==> src/verilog/dewc_regs.vh <==
// Register selectors, field positions, reset values and timing counts
// for the nonvolatile data array write control block.
// Assumes inclusion by bare name from the design files.
`ifndef DEWC_REGS_VH
`define DEWC_REGS_VH

// Register select codes on the special function register port
`define DEWC_SEL_ADDR_LOW 3'h0
`define DEWC_SEL_ADDR_HIGH 3'h1
`define DEWC_SEL_DATA 3'h2
`define DEWC_SEL_UNLOCK 3'h3
`define DEWC_SEL_CONTROL 3'h4
`define DEWC_SEL_DONE 3'h5

// Control register field positions
`define DEWC_CTL_PROG_SEL 7
`define DEWC_CTL_CFG_SEL 6
`define DEWC_CTL_ERASE_EN 4
`define DEWC_CTL_ABORT 3
`define DEWC_CTL_PERMIT 2
`define DEWC_CTL_LAUNCH 1
`define DEWC_CTL_READ 0

// Done flag position in its status register
`define DEWC_DONE_FLAG 0

// Unlock key values
`define DEWC_KEY_FIRST 8'h55
`define DEWC_KEY_SECOND 8'hAA

// Address layout: low byte plus two high bits
`define DEWC_ADDR_HIGH_MASK 8'h03

// Reset values
`define DEWC_RST_BYTE 8'h00

// Timing: self-timed write duration and power-up hold, in microseconds
`define DEWC_CLK_MHZ 125
`define DEWC_WRITE_TIME_US 4000
`define DEWC_HOLD_TIME_US 65600
`define DEWC_WRITE_CYCLES (`DEWC_WRITE_TIME_US * `DEWC_CLK_MHZ)
`define DEWC_HOLD_CYCLES (`DEWC_HOLD_TIME_US * `DEWC_CLK_MHZ)

`endif

==> src/verilog/dewc_unlock.v <==
// Unlock sequence tracker for the write launch.
// Assumes one register write at most per clock, presented as a strobe.
`timescale 1ns/1ps
`include "dewc_regs.vh"

module dewc_unlock
(
    input wire clk_i,          // System clock
    input wire rst_n_i,        // Asynchronous reset, active low
    input wire wr_i,           // Register write strobe
    input wire [2:0] sel_i,    // Register select
    input wire [7:0] wdata_i,  // Write data
    output wire armed_o        // Both keys seen, next write may launch
);

    localparam ST_IDLE = 2'h0; // No key seen
    localparam ST_ONE = 2'h1;  // First key seen
    localparam ST_TWO = 2'h2;  // Second key seen, armed

    reg [1:0] state_r;  // Tracker state
    reg [1:0] state_nxt; // Next tracker state

    assign armed_o = (state_r == ST_TWO);

    // Any write breaks the chain unless it is the exact next key
    always @*
    begin
        state_nxt = state_r;
        if (wr_i)
        begin
            case (state_r)
                ST_IDLE:
                    if (sel_i == `DEWC_SEL_UNLOCK && wdata_i == `DEWC_KEY_FIRST)
                        state_nxt = ST_ONE;
                ST_ONE:
                    if (sel_i == `DEWC_SEL_UNLOCK && wdata_i == `DEWC_KEY_SECOND)
                        state_nxt = ST_TWO;
                    else
                        state_nxt = ST_IDLE;
                default:
                    state_nxt = ST_IDLE; // Launch write or anything else consumes it
            endcase
        end
    end

    // State register
    always @(posedge clk_i or negedge rst_n_i)
    begin
        if (!rst_n_i)
            state_r <= ST_IDLE;
        else
            state_r <= state_nxt;
    end

endmodule

==> src/verilog/dewc_timer.v <==
// Down counter used for the self-timed write and the power-up hold.
// Assumes start is a one-cycle pulse; a load while busy restarts it.
`timescale 1ns/1ps

module dewc_timer
#(
    parameter W = 24,              // Counter width
    parameter [W-1:0] COUNT = 1,   // Cycles from start to done
    parameter START_AT_RESET = 0   // Run from reset release when set
)
(
    input wire clk_i,    // System clock
    input wire rst_n_i,  // Asynchronous reset, active low
    input wire start_i,  // Start pulse
    output wire busy_o,  // Counting
    output wire done_o   // One-cycle pulse at expiry
);

    reg [W-1:0] cnt_r; // Remaining cycles, zero when idle

    assign busy_o = (cnt_r != {W{1'b0}});
    assign done_o = (cnt_r == {{(W-1){1'b0}}, 1'b1});

    // Load on start, count down to zero otherwise
    always @(posedge clk_i or negedge rst_n_i)
    begin
        if (!rst_n_i)
            cnt_r <= (START_AT_RESET != 0) ? COUNT : {W{1'b0}};
        else if (start_i)
            cnt_r <= COUNT;
        else if (busy_o)
            cnt_r <= cnt_r - {{(W-1){1'b0}}, 1'b1};
    end

endmodule

==> src/verilog/dewc_top.v <==
// Write control for the byte-addressed nonvolatile data array, reached
// through special function registers of the on-chip processor.
// Assumes a single-cycle register port synchronous to clk_i and an array
// macro that accepts a one-cycle write pulse and reads combinationally.
`timescale 1ns/1ps
`include "dewc_regs.vh"

module dewc_top
#(
    parameter AW = 10,                                 // Array address width
    parameter [31:0] WRITE_CYCLES = `DEWC_WRITE_CYCLES, // Self-timed write length
    parameter [31:0] HOLD_CYCLES = `DEWC_HOLD_CYCLES    // Power-up hold length
)
(
    input wire clk_i,             // System clock, 125 MHz
    input wire rst_n_i,           // Asynchronous reset, active low
    input wire por_n_i,           // Power-on reset marker, low on power-up
    input wire sfr_wr_i,          // Register write strobe
    input wire sfr_rd_i,          // Register read strobe
    input wire [2:0] sfr_sel_i,   // Register select
    input wire [7:0] sfr_wdata_i, // Register write data
    output reg [7:0] sfr_rdata_o, // Register read data, registered
    output reg nv_done_flag_o,    // Write done flag
    input wire code_protect_i,    // Array code-protect configuration bit
    input wire ext_req_i,         // External programmer access request
    input wire ext_we_i,          // External programmer write
    input wire [AW-1:0] ext_addr_i, // External programmer address
    input wire [7:0] ext_wdata_i, // External programmer data
    output reg [7:0] ext_rdata_o, // External programmer read data
    output reg ext_denied_o,      // External access refused pulse
    output reg arr_we_o,          // Array write pulse
    output reg [AW-1:0] arr_addr_o, // Array write address
    output reg [7:0] arr_wdata_o, // Array write data
    input wire [7:0] arr_rdata_i, // Array read data at arr_raddr
    output reg [AW-1:0] arr_raddr_o // Array read address, registered
);

    reg [7:0] addr_low_r;    // Address bits 7..0
    reg [1:0] addr_high_r;   // Address bits 9..8
    reg [7:0] data_r;        // Data byte
    reg prog_sel_r;          // Program memory select
    reg cfg_sel_r;           // Configuration select
    reg erase_en_r;          // Row erase enable, kept for software
    reg abort_r;             // Aborted-write flag
    reg permit_r;            // Program permit bit
    reg launch_r;            // Program launch bit, set while writing
    reg read_r;              // Read launch bit
    reg wr_flight_r;         // Write running, mirrors the timer
    reg ext_rd_pend_r;       // External read waiting for data
    wire armed;              // Unlock keys both seen
    wire wtmr_busy;          // Write timer running
    wire wtmr_done;          // Write timer expiry pulse
    wire hold_busy;          // Power-up hold running
    wire wr_ctl;             // Software write of control
    wire launch_req;         // Launch attempt this cycle
    wire launch_ok;          // Launch accepted this cycle
    wire locked;             // Registers locked by a running write
    wire [AW-1:0] cpu_addr;  // Processor address
    wire ext_ok;             // External access allowed
    wire rd_start;           // Processor data read accepted this cycle

    // Count one full write time; the hold counter runs from power-up
    dewc_timer #(.W(32), .COUNT(WRITE_CYCLES), .START_AT_RESET(0)) u_wtmr
    (
        .clk_i(clk_i),
        .rst_n_i(rst_n_i),
        .start_i(launch_ok),
        .busy_o(wtmr_busy),
        .done_o(wtmr_done)
    );

    // Hold restarts only on power-on; an ordinary reset leaves it alone
    dewc_timer #(.W(32), .COUNT(HOLD_CYCLES), .START_AT_RESET(1)) u_hold
    (
        .clk_i(clk_i),
        .rst_n_i(por_n_i),
        .start_i(1'b0),
        .busy_o(hold_busy),
        .done_o()
    );

    // Key tracker; any stray register write breaks the chain
    dewc_unlock u_unlock
    (
        .clk_i(clk_i),
        .rst_n_i(rst_n_i),
        .wr_i(sfr_wr_i),
        .sel_i(sfr_sel_i),
        .wdata_i(sfr_wdata_i),
        .armed_o(armed)
    );

    assign cpu_addr = {addr_high_r, addr_low_r};
    assign locked = launch_r;
    assign wr_ctl = sfr_wr_i && (sfr_sel_i == `DEWC_SEL_CONTROL);
    // A launch request while a write runs is neither taken nor flagged
    assign launch_req = wr_ctl && sfr_wdata_i[`DEWC_CTL_LAUNCH] && !launch_r;
    // Permit must already be set; the same write setting it does not count
    assign launch_ok = launch_req && permit_r && armed && !hold_busy;
    // External path only when protection is off and no write is running
    assign ext_ok = !code_protect_i && !launch_r;
    // Data reads only; the processor path ignores code protect entirely
    assign rd_start = wr_ctl && !locked && sfr_wdata_i[`DEWC_CTL_READ] &&
                      !sfr_wdata_i[`DEWC_CTL_PROG_SEL] &&
                      !sfr_wdata_i[`DEWC_CTL_CFG_SEL];

    // Power-up only: permit bit, done flag and abort flag; survive ordinary resets
    always @(posedge clk_i or negedge por_n_i)
    begin
        if (!por_n_i)
        begin
            permit_r <= 1'b0;
            nv_done_flag_o <= 1'b0;
            abort_r <= 1'b0;
        end
        else
        begin
            // Only software writes change permit; completion leaves it
            if (wr_ctl && !locked)
                permit_r <= sfr_wdata_i[`DEWC_CTL_PERMIT];
            // Set wins over a clear in the same cycle
            if (wtmr_done)
                nv_done_flag_o <= 1'b1;
            else if (sfr_wr_i && sfr_sel_i == `DEWC_SEL_DONE &&
                     !sfr_wdata_i[`DEWC_DONE_FLAG])
                nv_done_flag_o <= 1'b0;
            // Reset during a write, or a launch refused for missing permit, keys or the power-up hold
            if (!rst_n_i && wr_flight_r)
                abort_r <= 1'b1;
            else if (launch_req && !launch_ok)
                abort_r <= 1'b1;
            else if (wtmr_done)
                abort_r <= 1'b0;
            else if (wr_ctl && !locked && !sfr_wdata_i[`DEWC_CTL_ABORT])
                abort_r <= 1'b0;
        end
    end

    // Kept in the power-on domain so it still reads high at the first edge of an
    // ordinary reset; that is how a write cut short is noticed
    // Write in flight marker, seen by the abort detector above
    always @(posedge clk_i or negedge por_n_i)
    begin
        if (!por_n_i)
            wr_flight_r <= 1'b0;
        else
            wr_flight_r <= rst_n_i && (wtmr_busy || launch_ok);
    end

    // Address, data and control registers
    always @(posedge clk_i or negedge rst_n_i)
    begin
        if (!rst_n_i)
        begin
            addr_low_r <= `DEWC_RST_BYTE;
            addr_high_r <= 2'h0;
            data_r <= `DEWC_RST_BYTE;
            prog_sel_r <= 1'b0;
            cfg_sel_r <= 1'b0;
            erase_en_r <= 1'b0;
            launch_r <= 1'b0;
            read_r <= 1'b0;
        end
        else
        begin
            read_r <= 1'b0;
            if (wtmr_done)
                launch_r <= 1'b0;
            else if (launch_ok)
                launch_r <= 1'b1;
            if (sfr_wr_i && !locked)
            begin
                // Writes while a write runs are dropped
                case (sfr_sel_i)
                    `DEWC_SEL_ADDR_LOW:
                        addr_low_r <= sfr_wdata_i;
                    `DEWC_SEL_ADDR_HIGH:
                        addr_high_r <= sfr_wdata_i[1:0];
                    `DEWC_SEL_DATA:
                        data_r <= sfr_wdata_i;
                    `DEWC_SEL_CONTROL:
                    begin
                        prog_sel_r <= sfr_wdata_i[`DEWC_CTL_PROG_SEL];
                        cfg_sel_r <= sfr_wdata_i[`DEWC_CTL_CFG_SEL];
                        erase_en_r <= sfr_wdata_i[`DEWC_CTL_ERASE_EN];
                        // One-cycle fetch into the data byte
                        if (rd_start)
                            read_r <= 1'b1;
                    end
                    default:
                        data_r <= data_r;
                endcase
            end
            if (read_r && !ext_rd_pend_r)
                data_r <= arr_rdata_i;
        end
    end

    // Array write port: processor launch or allowed external write
    always @(posedge clk_i or negedge rst_n_i)
    begin
        if (!rst_n_i)
        begin
            arr_we_o <= 1'b0;
            arr_addr_o <= {AW{1'b0}};
            arr_wdata_o <= 8'h00;
            ext_rd_pend_r <= 1'b0;
            ext_rdata_o <= 8'h00;
            ext_denied_o <= 1'b0;
            arr_raddr_o <= {AW{1'b0}};
        end
        else
        begin
            arr_we_o <= 1'b0;
            ext_denied_o <= 1'b0;
            ext_rd_pend_r <= 1'b0;
            // Commit the byte when the self-timed write completes
            if (wtmr_done && !hold_busy)
            begin
                arr_we_o <= 1'b1;
                arr_addr_o <= cpu_addr;
                arr_wdata_o <= data_r;
            end
            else if (ext_req_i && ext_ok && ext_we_i && !hold_busy && !read_r)
            begin
                arr_we_o <= 1'b1;
                arr_addr_o <= ext_addr_i;
                arr_wdata_o <= ext_wdata_i;
            end
            // Refusal is reported even when a commit takes the write port
            if (ext_req_i && !ext_ok)
                ext_denied_o <= 1'b1;
            // Registered read address keeps the array input free of glitches;
            // a processor fetch claims the port, an external read in that cycle is dropped
            if (rd_start)
                arr_raddr_o <= cpu_addr;
            else if (ext_req_i && ext_ok && !ext_we_i)
            begin
                ext_rd_pend_r <= 1'b1;
                arr_raddr_o <= ext_addr_i;
            end
            else
                arr_raddr_o <= cpu_addr;
            if (ext_rd_pend_r)
                ext_rdata_o <= arr_rdata_i;
        end
    end

    // Reads have no side effects; the key register has no storage behind it
    // Read data, registered one cycle after the read strobe
    always @(posedge clk_i or negedge rst_n_i)
    begin
        if (!rst_n_i)
            sfr_rdata_o <= 8'h00;
        else if (sfr_rd_i)
        begin
            case (sfr_sel_i)
                `DEWC_SEL_ADDR_LOW:
                    sfr_rdata_o <= addr_low_r;
                `DEWC_SEL_ADDR_HIGH:
                    sfr_rdata_o <= {6'h00, addr_high_r} & `DEWC_ADDR_HIGH_MASK;
                `DEWC_SEL_DATA:
                    sfr_rdata_o <= data_r;
                `DEWC_SEL_UNLOCK:
                    sfr_rdata_o <= 8'h00;
                `DEWC_SEL_CONTROL:
                    sfr_rdata_o <= {prog_sel_r, cfg_sel_r, 1'b0, erase_en_r,
                                    abort_r, permit_r, launch_r, read_r};
                `DEWC_SEL_DONE:
                    sfr_rdata_o <= {7'h00, nv_done_flag_o};
                default:
                    sfr_rdata_o <= 8'h00;
            endcase
        end
    end

endmodule

==> config.mk <==
export PLATFORM = sky130hd
export DESIGN_NAME = dewc_top
export DESIGN_NICKNAME = d
export VERILOG_FILES = /design/src/verilog/dewc_unlock.v /design/src/verilog/dewc_timer.v /design/src/verilog/dewc_top.v
export VERILOG_INCLUDE_DIRS = /design/src /design/src/verilog
export SDC_FILE = /design/constraint.sdc
export NUM_CORES = 1
export LEC_CHECK = 0
export ABC_AREA = 1
export BUFFER_PORTS_ARGS = -buffer_cell sky130_fd_sc_hd__buf_2
export CAP_MARGIN = 20
export CORE_MARGIN = 5
export CORE_UTILIZATION = 38
export DETAILED_ROUTE_END_ITERATION = 8
export HOLD_SLACK_MARGIN = 0.08
export SYNTH_ARGS = -nofsm -noshare
export SYNTH_HDL_FRONTEND = slang
export SYNTH_HIERARCHICAL = 1
export SYNTH_SLANG_ARGS = --single-unit
==> constraint.sdc <==
create_clock -name clk_i -period 2.5 [get_ports clk_i]
set_input_delay 0 -clock clk_i [delete_from_list [all_inputs] [get_ports clk_i]]
set_output_delay 0 -clock clk_i [all_outputs]
set_load 0.02 [all_outputs]
==> results.tsv <==
metric	value	unit
grt_use_total	18.2	%
worstSetupEndpointType	flip-flop	
placed_area	8640	um^2
cts_tree	built	
grt-ovfl-total	0	
critPathArrivalTime	2.59	ns
fin_crit_sh	92.1	%
dpl.hpwl	15.6	mm
drc	0	
die_x	154	um
drt-initial-drc-count	490	
drv_slew	0	
design_area	9880	um^2
critPathMaxStageDelay	0.37	ns
fin_nets	1301	
path_buf_inv	6	
synth_area	7930	um^2
final_hold_viol_count	0	
gp_congestion	0.845	
clk_path_buf_depth	2	
dieArea	23900	um^2
avgSynthCellArea	7.24	um^2
cp_cell_sequence	inv_1 -> ha_2 -> nand2_2 -> nor2_4 -> nand2_4 -> inv_1 -> nand2_1 -> inv_2 -> nand2_1 -> nor2_1 -> nand3_2 -> inv_1 -> clkinvlp_4 -> buf_4 -> nand3_1 -> o21ai_0	
h-tree-depth	4	
num_rows	52	
clk_latency	0.42	ns
ys_warn_count	6	
wire_per_inst	14.0	um
maxCapViolations	0	
register_area	3520	um^2
slew_headroom	42.8	%
route.final.wire_length	21.4	mm
power_leakage	5.01	nW
grt_pass1_vias	7146	
hold_path_class	in -> reg	
cts-root-buf	clkbuf_16	
cts.sinks	140	
clk_pin_slew	0.06	ns
portBuffers	91	
worstSetupStartpointType	flip-flop	
fin_hold_ws	0.142	ns
nFillCells	2001	
critPathMaxFanout	4	
tightestPinTransition	0.858	ns
pin_count	92	
setup_viol	0	
skew	0.00883	ns
crit_path_top_delay_cell	dfrtp_1	
antenna_cells	0	
antenna_found_initial	0	
first_pass_iters	5	
max_freq	0.434	GHz
multiInputGateArea	3750	um^2
grt_pass1_wl	35.5	mm
status	complete, no violations	
cp.required	2.79	ns
reg2reg_slack	0.20	ns
cts_inserted_buffers	17	
area_delta_synth_final	24.5	%
via_per_inst	4.76	
vias	7310	
netlist_instances	1095	
drive_gt1_share	18.3	%
cpMostUsedCell	inv_1	
critPathKind	reg -> reg	
die_y	154	um
peakVddDrop	0.379	mV
grt_start_max_net_pins	62	
critPathTopFamily	simple AND/OR/NAND/NOR gates	
initial_core_util	38.9	%
p_total	5.42	mW
fin_crit	2.30	ns
powerDensity	548	nW/um^2
core	20400	um^2
ant_nets	0	
## power breakdown
| part | internal (mW) | total [mW] | switching [mW] |
|---|---|---|---|
| clock | 1.59 | 2.65 | 1.06 |
| combinational | 0.164 | 0.426 | 0.262 |
| sequential | 2.31 | 2.34 | 0.0310 |
| total | 4.07 | 5.42 | 1.35 |
## flip-flops by register name, indices dropped and copies added (netlist names), 2 cells and up
name / cells
addr_low_r: 8
u_unlock/state_r: 2
sfr_rdata_o: 8
arr_raddr_o: 10
arr_wdata_o: 8
addr_high_r: 2
u_hold/cnt_r: 32
arr_addr_o: 10
data_r: 8
ext_rdata_o: 8
u_wtmr/cnt_r: 32
## worst paths after layout
kind | start | to | depth (start not counted)
setup / recovery | u_hold/cnt_r[0]$_DFFE_PN0P_ | u_wtmr/cnt_r[0]$_DFFE_PN0P_ | 16
hold / removal | sfr_sel_i[1] | addr_low_r[1]$_DFFE_PN0P_ | 4
setup reg to reg | u_hold/cnt_r[0]$_DFFE_PN0P_ | u_wtmr/cnt_r[0]$_DFFE_PN0P_ | 16
hold reg to reg | wr_flight_r$_DFF_PN0_ | abort_r$_DFFE_PN0P_ | 2
max in group asynchronous | rst_n_i | u_wtmr/cnt_r[2]$_DFFE_PN0P_ | 3
min in group asynchronous | rst_n_i | arr_wdata_o[5]$_DFFE_PN0P_ | 2
## cells in the final DEF (no fill, tap or decap), types with 4 or more instances in the layout
master,count
nand2_1,343
nor2_1,153
inv_1,128
dfrtp_1,128
buf_2,90
nand3_1,84
dlygate4sd3_1,53
o21ai_0,49
nor2_2,34
nor3_1,18
clkbuf_16,17
o21ai_1,16
nand4_1,16
a21oi_1,15
buf_4,13
or2_2,12
dfstp_2,12
xor2_1,9
nand2_4,7
nor2_4,7
inv_6,7
nand2_2,5
nand3b_1,5
o21bai_1,5
clkinvlp_4,4
## stage by stage
step           worst slack (ns)  std cells  utilization [%]  TNS, ns
6_report                  0.196       1536             48.5        0
5_1_grt                 -0.0161       1536             48.5  -0.0227
4_1_cts                  0.0566       1528             48.0        0
3_5_place_dp             0.0668       1444             42.4        0
3_3_place_gp              0.143       1444             42.4        0
2_1_floorplan             0.227       1097                -        0
## per-layer routing
metal	track usage (%)	up-vias	wire length [um]	share of wire [%]
li1	-	3731	-	-
met1	24.7	3406	10100	47
met2	30.2	153	10200	48
met3	3.10	20	864	4.0
met4	4.92	0	275	1.3
met5	0	-	0	0
## repair_timing
action	in CTS	in global routing
hold buffers	52	1
resized for setup	0	7
setup endpoints to repair	0	39
setup buffers	0	6
hold endpoints to repair	141	1
## worst register-to-register path: stages, from the launching register on
cell,delay (ns)
dfrtp_1,0.37
inv_1,0.11
ha_2,0.20
nand2_2,0.08
nor2_4,0.14
nand2_4,0.09
inv_1,0.09
nand2_1,0.10
inv_2,0.07
nand2_1,0.04
nor2_1,0.13
nand3_2,0.11
inv_1,0.12
clkinvlp_4,0.17
buf_4,0.18
nand3_1,0.07
o21ai_0,0.09
## layout make-up
cell class | count | share of cell area [%]
Clock buffer | 17 | 4.31
Clock inverter | 15 | 1.90
Inverter | 134 | 5.19
Multi-Input combinational cell | 800 | 38.0
Sequential cell | 140 | 35.6
Tap cell | 270 | 3.42
Timing Repair Buffer | 160 | 11.6
Power figures use the tool's default switching activity.
